**src/core/sscr_pkg.sv**
```systemverilog
// shared constants of the synthesizer serial control block
package sscr_pkg;
  // serial word and holding register shape
  localparam int          WORD_BITS      = 26;
  localparam int          HOLD_BITS      = 24;
  localparam logic [23:0] HOLD_RESET     = 24'h000000;
  localparam logic [25:0] LOAD_RESET     = 26'h0000000;
  // word address codes
  localparam logic [1:0]  ADDR_OPMODE    = 2'h0;
  localparam logic [1:0]  ADDR_AUTOCAL   = 2'h1;
  localparam logic [1:0]  ADDR_FREQ_ONE  = 2'h2;
  localparam logic [1:0]  ADDR_FREQ_TWO  = 2'h3;
  // operation mode fields
  localparam int          PUMP_CUR_LSB   = 2;
  localparam int          PUMP_CUR_MSB   = 4;
  localparam int          PUMP_DLY_LSB   = 5;
  localparam int          PUMP_DLY_MSB   = 6;
  localparam int          POLARITY_BIT   = 7;
  localparam int          PUMP_OFF_BIT   = 8;
  localparam int          MOD_SUPPLY_BIT = 10;
  localparam int          DIV_SUPPLY_BIT = 11;
  localparam int          PLL_SUPPLY_BIT = 12;
  localparam int          REF_BW_LSB     = 13;
  localparam int          REF_BW_MSB     = 14;
  localparam int          DIAG_LSB       = 15;
  localparam int          DIAG_MSB       = 17;
  localparam int          PRE_BIAS_LSB   = 21;
  localparam int          PRE_BIAS_MSB   = 22;
  localparam int          PRE_RATIO_BIT  = 23;
  // auto calibration fields
  localparam int          LOOP_CTRL_LSB  = 2;
  localparam int          LOOP_CTRL_MSB  = 19;
  localparam int          LOOP_EN_BIT    = 20;
  // fixed applied settings
  localparam logic [1:0]  PUMP_DLY_FIXED = 2'h0;
  localparam logic        POLARITY_FIXED = 1'h0;
  // analog setting scales
  localparam logic [10:0] PUMP_STEP_UA   = 11'h0C8;
  localparam logic [5:0]  REF_BW_BASE    = 6'h14;
  localparam logic [5:0]  REF_BW_STEP    = 6'h0A;
  localparam logic [4:0]  PRE_BIAS_BASE  = 5'h14;
  localparam logic [4:0]  PRE_BIAS_STEP  = 5'h02;
  // diagnostic routing codes
  localparam logic [2:0]  DIAG_LOCK      = 3'h0;
  localparam logic [2:0]  DIAG_REF_DIV   = 3'h1;
  localparam logic [2:0]  DIAG_N_DIV     = 3'h2;
  localparam logic [2:0]  DIAG_LOOP_TEST = 3'h7;
  // coarse tuning search
  localparam int          TUNE_BITS      = 7;
  localparam logic [2:0]  TUNE_TOP_IDX   = 3'h6;
  localparam logic [6:0]  TUNE_CODE_MID  = 7'h40;
  localparam logic [6:0]  TUNE_CODE_RST  = 7'h00;
  localparam int          CLK_PERIOD_NS  = 4;
  localparam int          TUNE_STEP_NS   = 1000;
  localparam int          TUNE_STEP_CYC  = (TUNE_STEP_NS + CLK_PERIOD_NS - 1) / CLK_PERIOD_NS;
  localparam logic [9:0]  TUNE_STEP_LAST = 10'(TUNE_STEP_CYC - 1);
  // search sequencer states
  typedef enum logic [1:0] {
    TUNE_IDLE,
    TUNE_SETTLE,
    TUNE_DONE
  } sscr_tune_t;
endpackage

```
**src/core/sscr_top.sv**
```systemverilog
// serial programming, holding registers and coarse tuning search of the synthesizer
//
// Overview of operation
// - search yields a seven bit coarse code for the oscillator capacitors
// - seven step successive approximation, analog tuning switched in only afterwards
// - a run starts after power on reset and after a rise of the loop enable bit
// - word with address 00 loads the operation mode register
// - address 01 loads calibration, 10 frequency one, 11 frequency two
// - pump current code selects 200 to 1600 microamps in eight steps of 200
// - pump delay field is ignored, the 2 ns delay always applies
// - detector polarity field is ignored, negative polarity always applies
// - pump disable bit set turns the charge pump output off
// - reference buffer bandwidth codes select 20, 30, 40, 50 MHz
// - diagnostic select routes lock, reference, N divider or loop test out
// - prescaler bias codes select 20, 22, 24 or 26 microamps
// - ratio bit picks 8/9 when zero, 16/17 when one
// - loop enable bit drives the digital loop, its rise arms tuning
// - each transfer is a 26 bit word sent msb first
// - one data bit shifts in per serial clock rise while strobe low
// - strobe falling edge copies the load register to the addressed register
// - calibration bits 19 to 2 drive the loop control ports directly
`timescale 1ns/1ns
`default_nettype none
module sscr_top
  import sscr_pkg::*;
(
  input  wire logic        clk,
  input  wire logic        nrst,
  input  wire logic        ce,
  input  wire logic        ser_clk,
  input  wire logic        ser_data,
  input  wire logic        latch_strobe,
  input  wire logic        vco_freq_high,
  input  wire logic        lock_detect_in,
  input  wire logic        ref_div_in,
  input  wire logic        n_div_in,
  input  wire logic        loop_test_in,
  output logic [2:0]       pump_current_select,
  output logic [10:0]      pump_current_ua,
  output logic [1:0]       pump_delay_select,
  output logic             detector_polarity,
  output logic             pump_output_disable,
  output logic             modulator_supply_ctrl,
  output logic             divider_supply_ctrl,
  output logic             pll_supply_ctrl,
  output logic [1:0]       reference_buffer_bandwidth,
  output logic [5:0]       ref_bw_mhz,
  output logic             diag_out,
  output logic [4:0]       prescaler_bias_ua,
  output logic             prescaler_ratio_sel,
  output logic [17:0]      loop_ctrl,
  output logic             loop_enable,
  output logic [23:0]      freq_ctrl_one,
  output logic [23:0]      freq_ctrl_two,
  output logic [6:0]       coarse_code,
  output logic             tune_busy,
  output logic             analog_tune_en
);

  logic        nrst_m;
  logic        nrst_q;
  logic [2:0]  pin_m;
  logic [2:0]  pin_s;
  logic [2:0]  pin_d;
  logic        clk_rise;
  logic        strobe_fall;
  logic [25:0] load_word;
  logic [23:0] operation_mode;
  logic [23:0] auto_calibration_control;
  logic [23:0] frequency_control_one;
  logic [23:0] frequency_control_two;
  logic        loop_en_prev;
  logic        loop_en_rise;
  logic        start_req;
  sscr_tune_t  tune_state;
  logic [2:0]  tune_idx;
  logic [9:0]  tune_cnt;
  logic        step_end;

  // reset release through two flops
  always_ff @(posedge clk or negedge nrst) begin
    if (!nrst) begin
      nrst_m <= 1'b0;
      nrst_q <= 1'b0;
    end else begin
      nrst_m <= 1'b1;
      nrst_q <= nrst_m;
    end
  end

  // pin synchronisers: bit 2 clock, bit 1 data, bit 0 strobe
  always_ff @(posedge clk or negedge nrst_q) begin
    if (!nrst_q) begin
      pin_m <= 3'h7;
      pin_s <= 3'h7;
      pin_d <= 3'h7;
    end else if (ce) begin
      pin_m <= {ser_clk, ser_data, latch_strobe};
      pin_s <= pin_m;
      pin_d <= pin_s;
    end
  end

  assign clk_rise    = pin_s[2] & ~pin_d[2];
  assign strobe_fall = ~pin_s[0] & pin_d[0];

  // load register, msb first
  always_ff @(posedge clk or negedge nrst_q) begin
    if (!nrst_q) begin
      load_word <= LOAD_RESET;
    end else if (ce && clk_rise && !pin_s[0]) begin
      load_word <= {load_word[WORD_BITS-2:0], pin_s[1]};
    end
  end

  // holding registers, chosen by the two address bits
  always_ff @(posedge clk or negedge nrst_q) begin
    if (!nrst_q) begin
      operation_mode           <= HOLD_RESET;
      auto_calibration_control <= HOLD_RESET;
      frequency_control_one    <= HOLD_RESET;
      frequency_control_two    <= HOLD_RESET;
    end else if (ce && strobe_fall) begin
      case (load_word[1:0])
        ADDR_OPMODE:   operation_mode           <= load_word[HOLD_BITS-1:0];
        ADDR_AUTOCAL:  auto_calibration_control <= load_word[HOLD_BITS-1:0];
        ADDR_FREQ_ONE: frequency_control_one    <= load_word[HOLD_BITS-1:0];
        ADDR_FREQ_TWO: frequency_control_two    <= load_word[HOLD_BITS-1:0];
        default:       operation_mode           <= operation_mode;
      endcase
    end
  end

  // applied analog settings from the operation mode register
  always_ff @(posedge clk or negedge nrst_q) begin
    if (!nrst_q) begin
      pump_current_select        <= 3'h0;
      pump_current_ua            <= PUMP_STEP_UA;
      pump_delay_select          <= PUMP_DLY_FIXED;
      detector_polarity          <= POLARITY_FIXED;
      pump_output_disable        <= 1'b0;
      modulator_supply_ctrl      <= 1'b0;
      divider_supply_ctrl        <= 1'b0;
      pll_supply_ctrl            <= 1'b0;
      reference_buffer_bandwidth <= 2'h0;
      ref_bw_mhz                 <= REF_BW_BASE;
      prescaler_bias_ua          <= PRE_BIAS_BASE;
      prescaler_ratio_sel        <= 1'b0;
    end else if (ce) begin
      pump_current_select <= operation_mode[PUMP_CUR_MSB:PUMP_CUR_LSB];
      pump_current_ua     <= 11'(PUMP_STEP_UA
                             * ({8'h00, operation_mode[PUMP_CUR_MSB:PUMP_CUR_LSB]} + 11'h001));
      pump_delay_select   <= PUMP_DLY_FIXED;
      detector_polarity   <= POLARITY_FIXED;
      pump_output_disable <= operation_mode[PUMP_OFF_BIT];
      modulator_supply_ctrl <= operation_mode[MOD_SUPPLY_BIT];
      divider_supply_ctrl   <= operation_mode[DIV_SUPPLY_BIT];
      pll_supply_ctrl       <= operation_mode[PLL_SUPPLY_BIT];
      reference_buffer_bandwidth <= operation_mode[REF_BW_MSB:REF_BW_LSB];
      ref_bw_mhz <= 6'(REF_BW_BASE
                    + REF_BW_STEP * {4'h0, operation_mode[REF_BW_MSB:REF_BW_LSB]});
      prescaler_bias_ua <= 5'(PRE_BIAS_BASE
                    + PRE_BIAS_STEP * {3'h0, operation_mode[PRE_BIAS_MSB:PRE_BIAS_LSB]});
      prescaler_ratio_sel <= operation_mode[PRE_RATIO_BIT];
    end
  end

  // diagnostic routing to the lock detect pin, unused codes drive low
  always_ff @(posedge clk or negedge nrst_q) begin
    if (!nrst_q) begin
      diag_out <= 1'b0;
    end else if (ce) begin
      case (operation_mode[DIAG_MSB:DIAG_LSB])
        DIAG_LOCK:      diag_out <= lock_detect_in;
        DIAG_REF_DIV:   diag_out <= ref_div_in;
        DIAG_N_DIV:     diag_out <= n_div_in;
        DIAG_LOOP_TEST: diag_out <= loop_test_in;
        default:        diag_out <= 1'b0;
      endcase
    end
  end

  // digital loop control ports and enable edge
  always_ff @(posedge clk or negedge nrst_q) begin
    if (!nrst_q) begin
      loop_ctrl    <= 18'h00000;
      loop_enable  <= 1'b0;
      loop_en_prev <= 1'b0;
    end else if (ce) begin
      loop_ctrl    <= auto_calibration_control[LOOP_CTRL_MSB:LOOP_CTRL_LSB];
      loop_enable  <= auto_calibration_control[LOOP_EN_BIT];
      loop_en_prev <= auto_calibration_control[LOOP_EN_BIT];
    end
  end

  assign loop_en_rise = auto_calibration_control[LOOP_EN_BIT] & ~loop_en_prev;
  assign freq_ctrl_one = frequency_control_one;
  assign freq_ctrl_two = frequency_control_two;

  // start request: set at power on, set by enable rise, cleared when taken
  always_ff @(posedge clk or negedge nrst_q) begin
    if (!nrst_q) begin
      start_req <= 1'b1;
    end else if (ce) begin
      if (loop_en_rise) begin
        start_req <= 1'b1;
      end else begin
        start_req <= 1'b0; // taken by the sequencer in any state
      end
    end
  end

  assign step_end = (tune_cnt == TUNE_STEP_LAST);

  // successive approximation search over the coarse code
  always_ff @(posedge clk or negedge nrst_q) begin
    if (!nrst_q) begin
      tune_state  <= TUNE_IDLE;
      tune_idx    <= TUNE_TOP_IDX;
      tune_cnt    <= 10'h000;
      coarse_code <= TUNE_CODE_RST;
    end else if (ce) begin
      case (tune_state)
        TUNE_IDLE, TUNE_DONE: begin
          if (start_req) begin
            tune_state  <= TUNE_SETTLE;
            tune_idx    <= TUNE_TOP_IDX;
            tune_cnt    <= 10'h000;
            coarse_code <= TUNE_CODE_MID;
          end
        end
        TUNE_SETTLE: begin
          if (start_req) begin
            tune_idx    <= TUNE_TOP_IDX;
            tune_cnt    <= 10'h000;
            coarse_code <= TUNE_CODE_MID;
          end else if (!step_end) begin
            tune_cnt <= tune_cnt + 10'h001;
          end else begin
            tune_cnt <= 10'h000;
            if (tune_idx == 3'h0) begin
              coarse_code[0] <= ~vco_freq_high;
              tune_state     <= TUNE_DONE;
            end else begin
              coarse_code[tune_idx]        <= ~vco_freq_high;
              coarse_code[tune_idx - 3'h1] <= 1'b1;
              tune_idx                     <= tune_idx - 3'h1;
            end
          end
        end
        default: tune_state <= TUNE_IDLE;
      endcase
    end
  end

  // tuning status flags
  always_ff @(posedge clk or negedge nrst_q) begin
    if (!nrst_q) begin
      tune_busy      <= 1'b0;
      analog_tune_en <= 1'b0;
    end else if (ce) begin
      tune_busy      <= (tune_state == TUNE_SETTLE);
      analog_tune_en <= (tune_state == TUNE_DONE);
    end
  end
endmodule // sscr_top
`default_nettype wire

```
**config.mk**
```make
export PLATFORM = sky130hd
export DESIGN_NAME = sscr_top
export DESIGN_NICKNAME = d
export VERILOG_FILES = /design/src/core/sscr_pkg.sv /design/src/core/sscr_top.sv
export SDC_FILE = /design/constraint.sdc
export NUM_CORES = 1
export LEC_CHECK = 0
export ABC_AREA = 1
export BUFFER_PORTS_ARGS = -buffer_cell sky130_fd_sc_hd__buf_2
export CORE_AREA = 2 2 151 153
export DETAILED_ROUTE_END_ITERATION = 12
export DIE_AREA = 0 0 153 155
export MAX_ROUTING_LAYER = met4
export PLACE_DENSITY_LB_ADDON = 0.08
export SLEW_MARGIN = 20
export SYNTH_ARGS = -nofsm -noshare
export SYNTH_HDL_FRONTEND = slang
export SYNTH_SLANG_ARGS = --single-unit
```
**constraint.sdc**
```tcl
create_clock -name clk -period 7.1 [get_ports clk]
set_clock_uncertainty 0.15 [all_clocks]
set_input_delay 1.42 -clock clk [delete_from_list [all_inputs] [get_ports clk]]
set_output_delay 1.42 -clock clk [all_outputs]
set_load 0.02 [all_outputs]
```
==> out/qor.txt, run 1 <==
Avg WL per Cell: 14.6 um
Fin crit share: 56.2%
Post-synthesis register bit count: 186
Leak Pwr: 4.68 nW
All-Layer GR Usage: 16.6%
Max-Cap Viols: 0
CTS tree: built
Max Slew Vio Count: 0
Max Root-Sink Buffers: 2
Synth Instances: 846
CP dominant cell by count: buf_4
Worst min path class: reg2async
Buf/Inv on CP: 4
Hpwl dp: 12.6 mm
Die area: 23700 um^2
Clk_lat worst skew: 0.43 ns
Critical Path AT: 4.18 ns
Fmax: 0.251 GHz
Critical path type: in2reg
Largest cells by area after synthesis: dfrtp_1, nand2_1, dfstp_2
Worst VDD drop: 0.188 mV
Largest net degree at the start of global routing: 76
H-tree depth: 4
Final wirelength: 18.2 mm
Die Y: 155 um
CP Cell Sequence: buf_2 > buf_4 > inv_2 > buf_4 > nor2_1 > nand3_1 > o21ai_0
Fin crit period: 3.99 ns
Worst slew margin: 29.9%
First-pass GRT wire length: 30.3 mm
P&R area growth vs syn: 18.2%
Synth area leader: dfrtp_1
Final hold vios: 0
Die X-Extent: 153 um
Top cell type's share of synthesized area: 55.3%
Crit-path max FO: 49
Final #Nets: 970
Top-level I/O count: 123
Worst path max stage delay: 0.73 ns
Worst slew pin tran: 1.05 ns
Yosys warnings: 0
Slowest cell on crit path: nor2_1
Vias/cell: 4.47
Family with the most delay on the worst path: simple AND/OR/NAND/NOR gates
Antenna Nets Post-Route: 0
Critical Path RT: 7.29 ns
Grt total ovfl: 0
Setup crit start kind: primary input
Post-cts sizing count: 0
Clk root buf: clkbuf_16
Core ar.: 22200 um^2
Number of buffers added on ports: 113
Antenna violations before repair: 2
Area of the mapped netlist: 7640 um^2
Detailed-route via count: 5580
Setup tns final: 0 ns
Gpl congestion: 0.766
DR DRC count: 0
Cell variety after synth: 31
Post-CTS Setup Inserts: 0
Power density over the cells: 429 nW/um^2
Unrepaired setup endpoints after global routing: no
Status: finished clean
Post-CTS Hold Buffers: 0
CP Capture Type: flop
Rows: 55
CTS clk-pin slew, worst paths: 0.08 ns
Synth Area per Inst: 9.03 um^2
Number of CTS-inserted buffers: 17
Initial DRC Count: 227
Clock net sink count: 186
Post-synthesis sequential area ratio: 61.2%
Initial core utilization: 34.4%
Layout cells sized above 1: 18.8%
Design area: 9040 um^2
Final setup violating endpoints: 0
Post-DP Area: 8420 um^2
Vias in the first global route: 5572
1st-pass router iterations: 5
[worst paths after layout]
| path | slack (ns) | start | endpoint | cells after the start |
|---|---|---|---|---|
| setup / recovery | 3.11 | ce | tune_idx[1] | 7 |
| hold / removal | 0.1 | nrst_q | freq_ctrl_one[1] | 0 |
| setup reg to reg | 4.41 | tune_idx[0] | tune_idx[1] | 8 |
| hold reg to reg | 0.1 | nrst_q | freq_ctrl_one[1] | 0 |
| max in group asynchronous | 5.52 | nrst_q | auto_calibration_control[10] | 1 |
| min in group clk | 0.20 | nrst_m | nrst_q | 0 |
[state kept, by name, summed over array words and instances, names as in the netlist, 2 cells and up]
| name | cells |
|---|---|
| auto_calibration_control | 19 |
| coarse_code | 7 |
| freq_ctrl_one | 24 |
| freq_ctrl_two | 24 |
| load_word | 24 |
| loop_ctrl | 18 |
| operation_mode | 15 |
| pin_d | 2 |
| pin_m | 3 |
| pin_s | 3 |
| prescaler_bias_ua | 3 |
| pump_current_select | 3 |
| pump_current_ua | 8 |
| ref_bw_mhz | 4 |
| reference_buffer_bandwidth | 2 |
| tune_cnt | 10 |
| tune_idx | 3 |
| tune_state | 2 |
[final cells by class]
type	count	area, um^2
clock buffer	18	429
fill	2273	13200
timing repair buffer	120	638
multi-input combinational	562	2540
sequential	186	4680
inverter	61	229
tap	285	357
antenna	2	5.00
clock inverter	14	154
[power breakdown]
part	switching [mW]	internal (mW)	total (mW)
registers	0.259	1.45	1.71
clock network	0.460	0.473	0.933
logic	0.843	0.397	1.24
total	1.56	2.32	3.88
[synthesized netlist by cell type]
cell type    n
dfstp_2     17
o21bai_1     2
a21o_1       1
o22ai_1      2
nand2_1    289
nor3_1       7
clkinv_1     1
nand3_1     34
inv_2        3
nand4_1     12
nand2b_1     1
conb_1       2
nand3b_1     2
buf_6        2
nor2_4       1
nor3_4       2
xor2_1       1
a21oi_1     23
clkbuf_1    24
ha_1        11
dfrtp_1    169
buf_4       10
inv_1       57
nand2_2      1
nor2_1      56
o21ai_0     87
o21ai_1     11
xnor2_1      3
or2_2        3
o21a_1       2
buf_2       10
[stage by stage]
| step | cells | power (mW) | setup WS (ns) | hold slack, ns | utilization, % |
|---|---|---|---|---|---|
| after floorplan | 855 | 2.52 | 1.41 | 0.181 | - |
| after global placement | 1213 | 2.99 | 2.71 | 0.185 | 37.9 |
| after detailed placement | 1213 | 2.99 | 2.62 | 0.189 | 37.9 |
| after CTS | 1245 | 3.95 | 3.10 | 0.208 | 40.5 |
| after global routing | 1248 | 4.19 | 2.77 | 0.140 | 40.7 |
| final | 1248 | 3.88 | 3.11 | 0.0988 | 40.7 |
[logic make-up (layout without fill, tap and decap cells)]
kind of cell             Yosys count  in the layout  synth area share [%]
AND/OR/NAND/NOR                  408            408                  21.8
flip-flops                       186            186                  61.2
AO/OA/AOI/OAI                    128            128                  8.58
buffers and inverters            107            213                  6.11
adder cells (fa/ha/maj)           11             11                  1.80
XOR/XNOR                           4              4                 0.458
other                              2             13                0.0983
[routing by layer]
metal	GRT usage (%)	wire length (um)	up-vias
li1	-	-	2877
met1	23.6	9460	2591
met2	24.0	7870	99
met3	3.70	758	13
met4	4.41	155	0
met5	-	0	-
[placed cells by master (no fill, tap or decap), types with 12 or more instances in the layout]
cell       synthesis  final
nand3_1           34     34
dfstp_2           17     17
nor2_1            56     56
dfrtp_1          169    168
nand4_1           12     12
o21ai_0           87     87
clkbuf_16          0     17
a21oi_1           23     23
buf_2             10    113
inv_1             57     57
nand2_1          289    289
Power figures use the tool's default switching activity.
==> inputs of run 2 (changes only) <==
==> constraint.sdc (replaced) <==
create_clock -name clk -period 3.2 [get_ports clk]
set_clock_uncertainty 0.15 [all_clocks]
set_input_delay 0.64 -clock clk [delete_from_list [all_inputs] [get_ports clk]]
set_output_delay 0.64 -clock clk [all_outputs]
set_load 0.02 [all_outputs]
==> run 2 against run 1 <==
First-iteration DRC count up 44%. Total power up 120%. Critical path depth up 1. Clock power up 130%. Hold slack better by 0.11 ns. Wire length down 0.76%. Sequential share of layout area down 0.19 points. Sequential power up 120%. Flip-flop and latch count unchanged. Core utilization up 0.15 points. Setup slack worse by 2.5 ns. Die area unchanged.
==> out/qor.txt, run 2 (synthesis results as in run 1) <==
Status: finished clean (unchanged)
Top-level I/O count: 123 (unchanged)
Final #Nets: 975 (was 970)
Clock power share: 24.2% (was 24.0%)
Initial core utilization: 34.4% (unchanged)
Worst VDD drop: 0.388 mV (was 0.188 mV)
Commonest cells after routing, fill and taps aside: nand2_1, dfrtp_1, buf_2 (unchanged)
Hpwl dp: 12.4 mm (was 12.6 mm)
First-pass GRT wire length: 30.5 mm (was 30.3 mm)
Post-CTS Hold Buffers: 1 (was 0)
Critical path type: reg2reg (was in2reg)
Grt total ovfl: 0 (unchanged)
Avg WL per Cell: 14.5 um (was 14.6 um)
Post-DP Area: 8480 um^2 (was 8420 um^2)
Largest net degree at the start of global routing: 66 (was 76)
Die X-Extent: 153 um (unchanged)
CTS tree: built (unchanged)
Fin Hold WS: 0.206 ns (was 0.0988 ns)
CTS clk-pin slew, worst paths: 0.08 ns (about the same)
Crit-path max FO: 14 (was 49)
Setup tns final: 0 ns (unchanged)
FF-to-FF End: tune_idx[0] (was tune_idx[1])
Die Y: 155 um (unchanged)
DR DRC count: 0 (unchanged)
Post-CTS Setup Inserts: 0 (unchanged)
Post-cts sizing count: 0 (unchanged)
Final setup violating endpoints: 0 (unchanged)
Number of buffers added on ports: 113 (unchanged)
Reg power frac: 43.6% (was 44.0%)
Cells after DPL: 1218 (was 1213)
Layout cells sized above 1: 19.0% (was 18.8%)
Core ar.: 22200 um^2 (unchanged)
Gpl congestion: 0.814 (was 0.766)
Critical Path AT: 2.73 ns (was 4.18 ns)
Worst slew margin: 57.9% (was 29.9%)
Antenna cells: 0 (was 2)
Sw Share: 39.6% (was 40.3%)
Worst slew pin tran: 0.632 ns (was 1.05 ns)
Most common cell after layout, fill and taps aside: nand2_1 (unchanged)
Antenna violations before repair: 0 (was 2)
Clk root buf: clkbuf_16 (unchanged)
Number of CTS-inserted buffers: 17 (unchanged)
Worst min path class: reg2async (unchanged)
Power density over the cells: 953 nW/um^2 (was 429 nW/um^2)
Final hold vios: 0 (unchanged)
Max Root-Sink Buffers: 2 (unchanged)
Fin cells: 1251 (was 1248)
Max-Cap Viols: 0 (unchanged)
Leak Pwr: 4.70 nW (was 4.68 nW)
Clk_lat worst skew: 0.43 ns (about the same)
Initial DRC Count: 327 (was 227)
Vias/cell: 4.55 (was 4.47)
Vias in the first global route: 5591 (was 5572)
Rows: 55 (unchanged)
Setup crit start kind: flop (was primary input)
H-tree depth: 4 (unchanged)
CP Capture Type: flop (unchanged)
Die area: 23700 um^2 (unchanged)
Antenna Nets Post-Route: 0 (unchanged)
P&R area growth vs syn: 18.7% (was 18.2%)
All-Layer GR Usage: 16.7% (was 16.6%)
Fmax: 0.393 GHz
Max Slew Vio Count: 0 (unchanged)
Final wirelength: 18.1 mm (was 18.2 mm)
Fin crit share: 79.5%
Design area: 9070 um^2 (was 9040 um^2)
Detailed-route via count: 5691 (was 5580)
Worst reg2reg setup slack: 0.65 ns (was 4.41 ns)
Fin crit period: 2.55 ns
1st-pass router iterations: 4 (was 5)
Reg2reg start: tune_idx[0] (unchanged)
Combinational Power Share: 32.2% (was 31.9%)
Clock net sink count: 186 (unchanged)
Critical Path RT: 3.38 ns (was 7.29 ns)
Unrepaired setup endpoints after global routing: no (unchanged)
Worst r2r path cells: 8 (unchanged)
Switching power: 3.42 mW (was 1.56 mW)
Internal power: 5.22 mW (was 2.32 mW)
-- run 2: how the worst max path moves through the flow --
stage | from | to | slack, ns | cells past startpoint
6_report | tune_idx[0] | tune_idx[0] | 0.65 | 8
2_1_floorplan | nrst_q | analog_tune_en | 1.15 | 0
5_1_grt | tune_idx[0] | tune_idx[0] | 0.33 | 8
3_3_place_gp | tune_idx[0] | tune_idx[2] | 0.73 | 8
3_5_place_dp | tune_idx[0] | tune_idx[0] | 0.63 | 8
4_1_cts | tune_idx[0] | coarse_code[4] | 0.61 | 8
-- run 2: worst max-delay path, cell delays in order (launching register included) --
cell      delay (ns)
dfrtp_1         0.54
clkinv_1        0.32
ha_1            0.29
ha_1            0.17
inv_1           0.08
nor2_1          0.05
nand2_1         0.15
nand3_1         0.39
o21ai_0         0.30
-- run 2: power by group through the flow --
stage | combinational, mW | clock, mW | sequential [mW]
5_1_grt | 3.18 | 2.26 | 3.91
3_3_place_gp | 2.81 | 0 | 3.82
2_1_floorplan | 1.33 | 0 | 4.27
6_report | 2.78 | 2.10 | 3.77
4_1_cts | 2.84 | 2.16 | 3.78
3_5_place_dp | 2.83 | 0 | 3.81
-- run 2: final cells by class --
class	count	area, um^2
fill	2254	13200
clock buffer	18	429
multi-input combinational	562	2540
inverter	61	229
tap	285	357
sequential	186	4680
clock inverter	14	153
timing repair buffer	125	683
-- run 2: routing by layer --
layer | global-route usage, % | part of all wire (%) | up-vias
li1 | - | - | 2891
met1 | 24.2 | 52 | 2690
met5 | - | 0 | -
met2 | 24.1 | 44 | 99
met3 | 3.54 | 3.3 | 11
met4 | 3.57 | 0.79 | 0
-- run 2: through the flow --
stage	worst slack [ns]	util [%]	power, mW
after floorplan	1.15	-	5.60
after global routing	0.330	40.8	9.35
after global placement	0.734	38.1	6.62
final	0.655	40.8	8.65
after CTS	0.613	40.8	8.78
after detailed placement	0.631	38.1	6.65
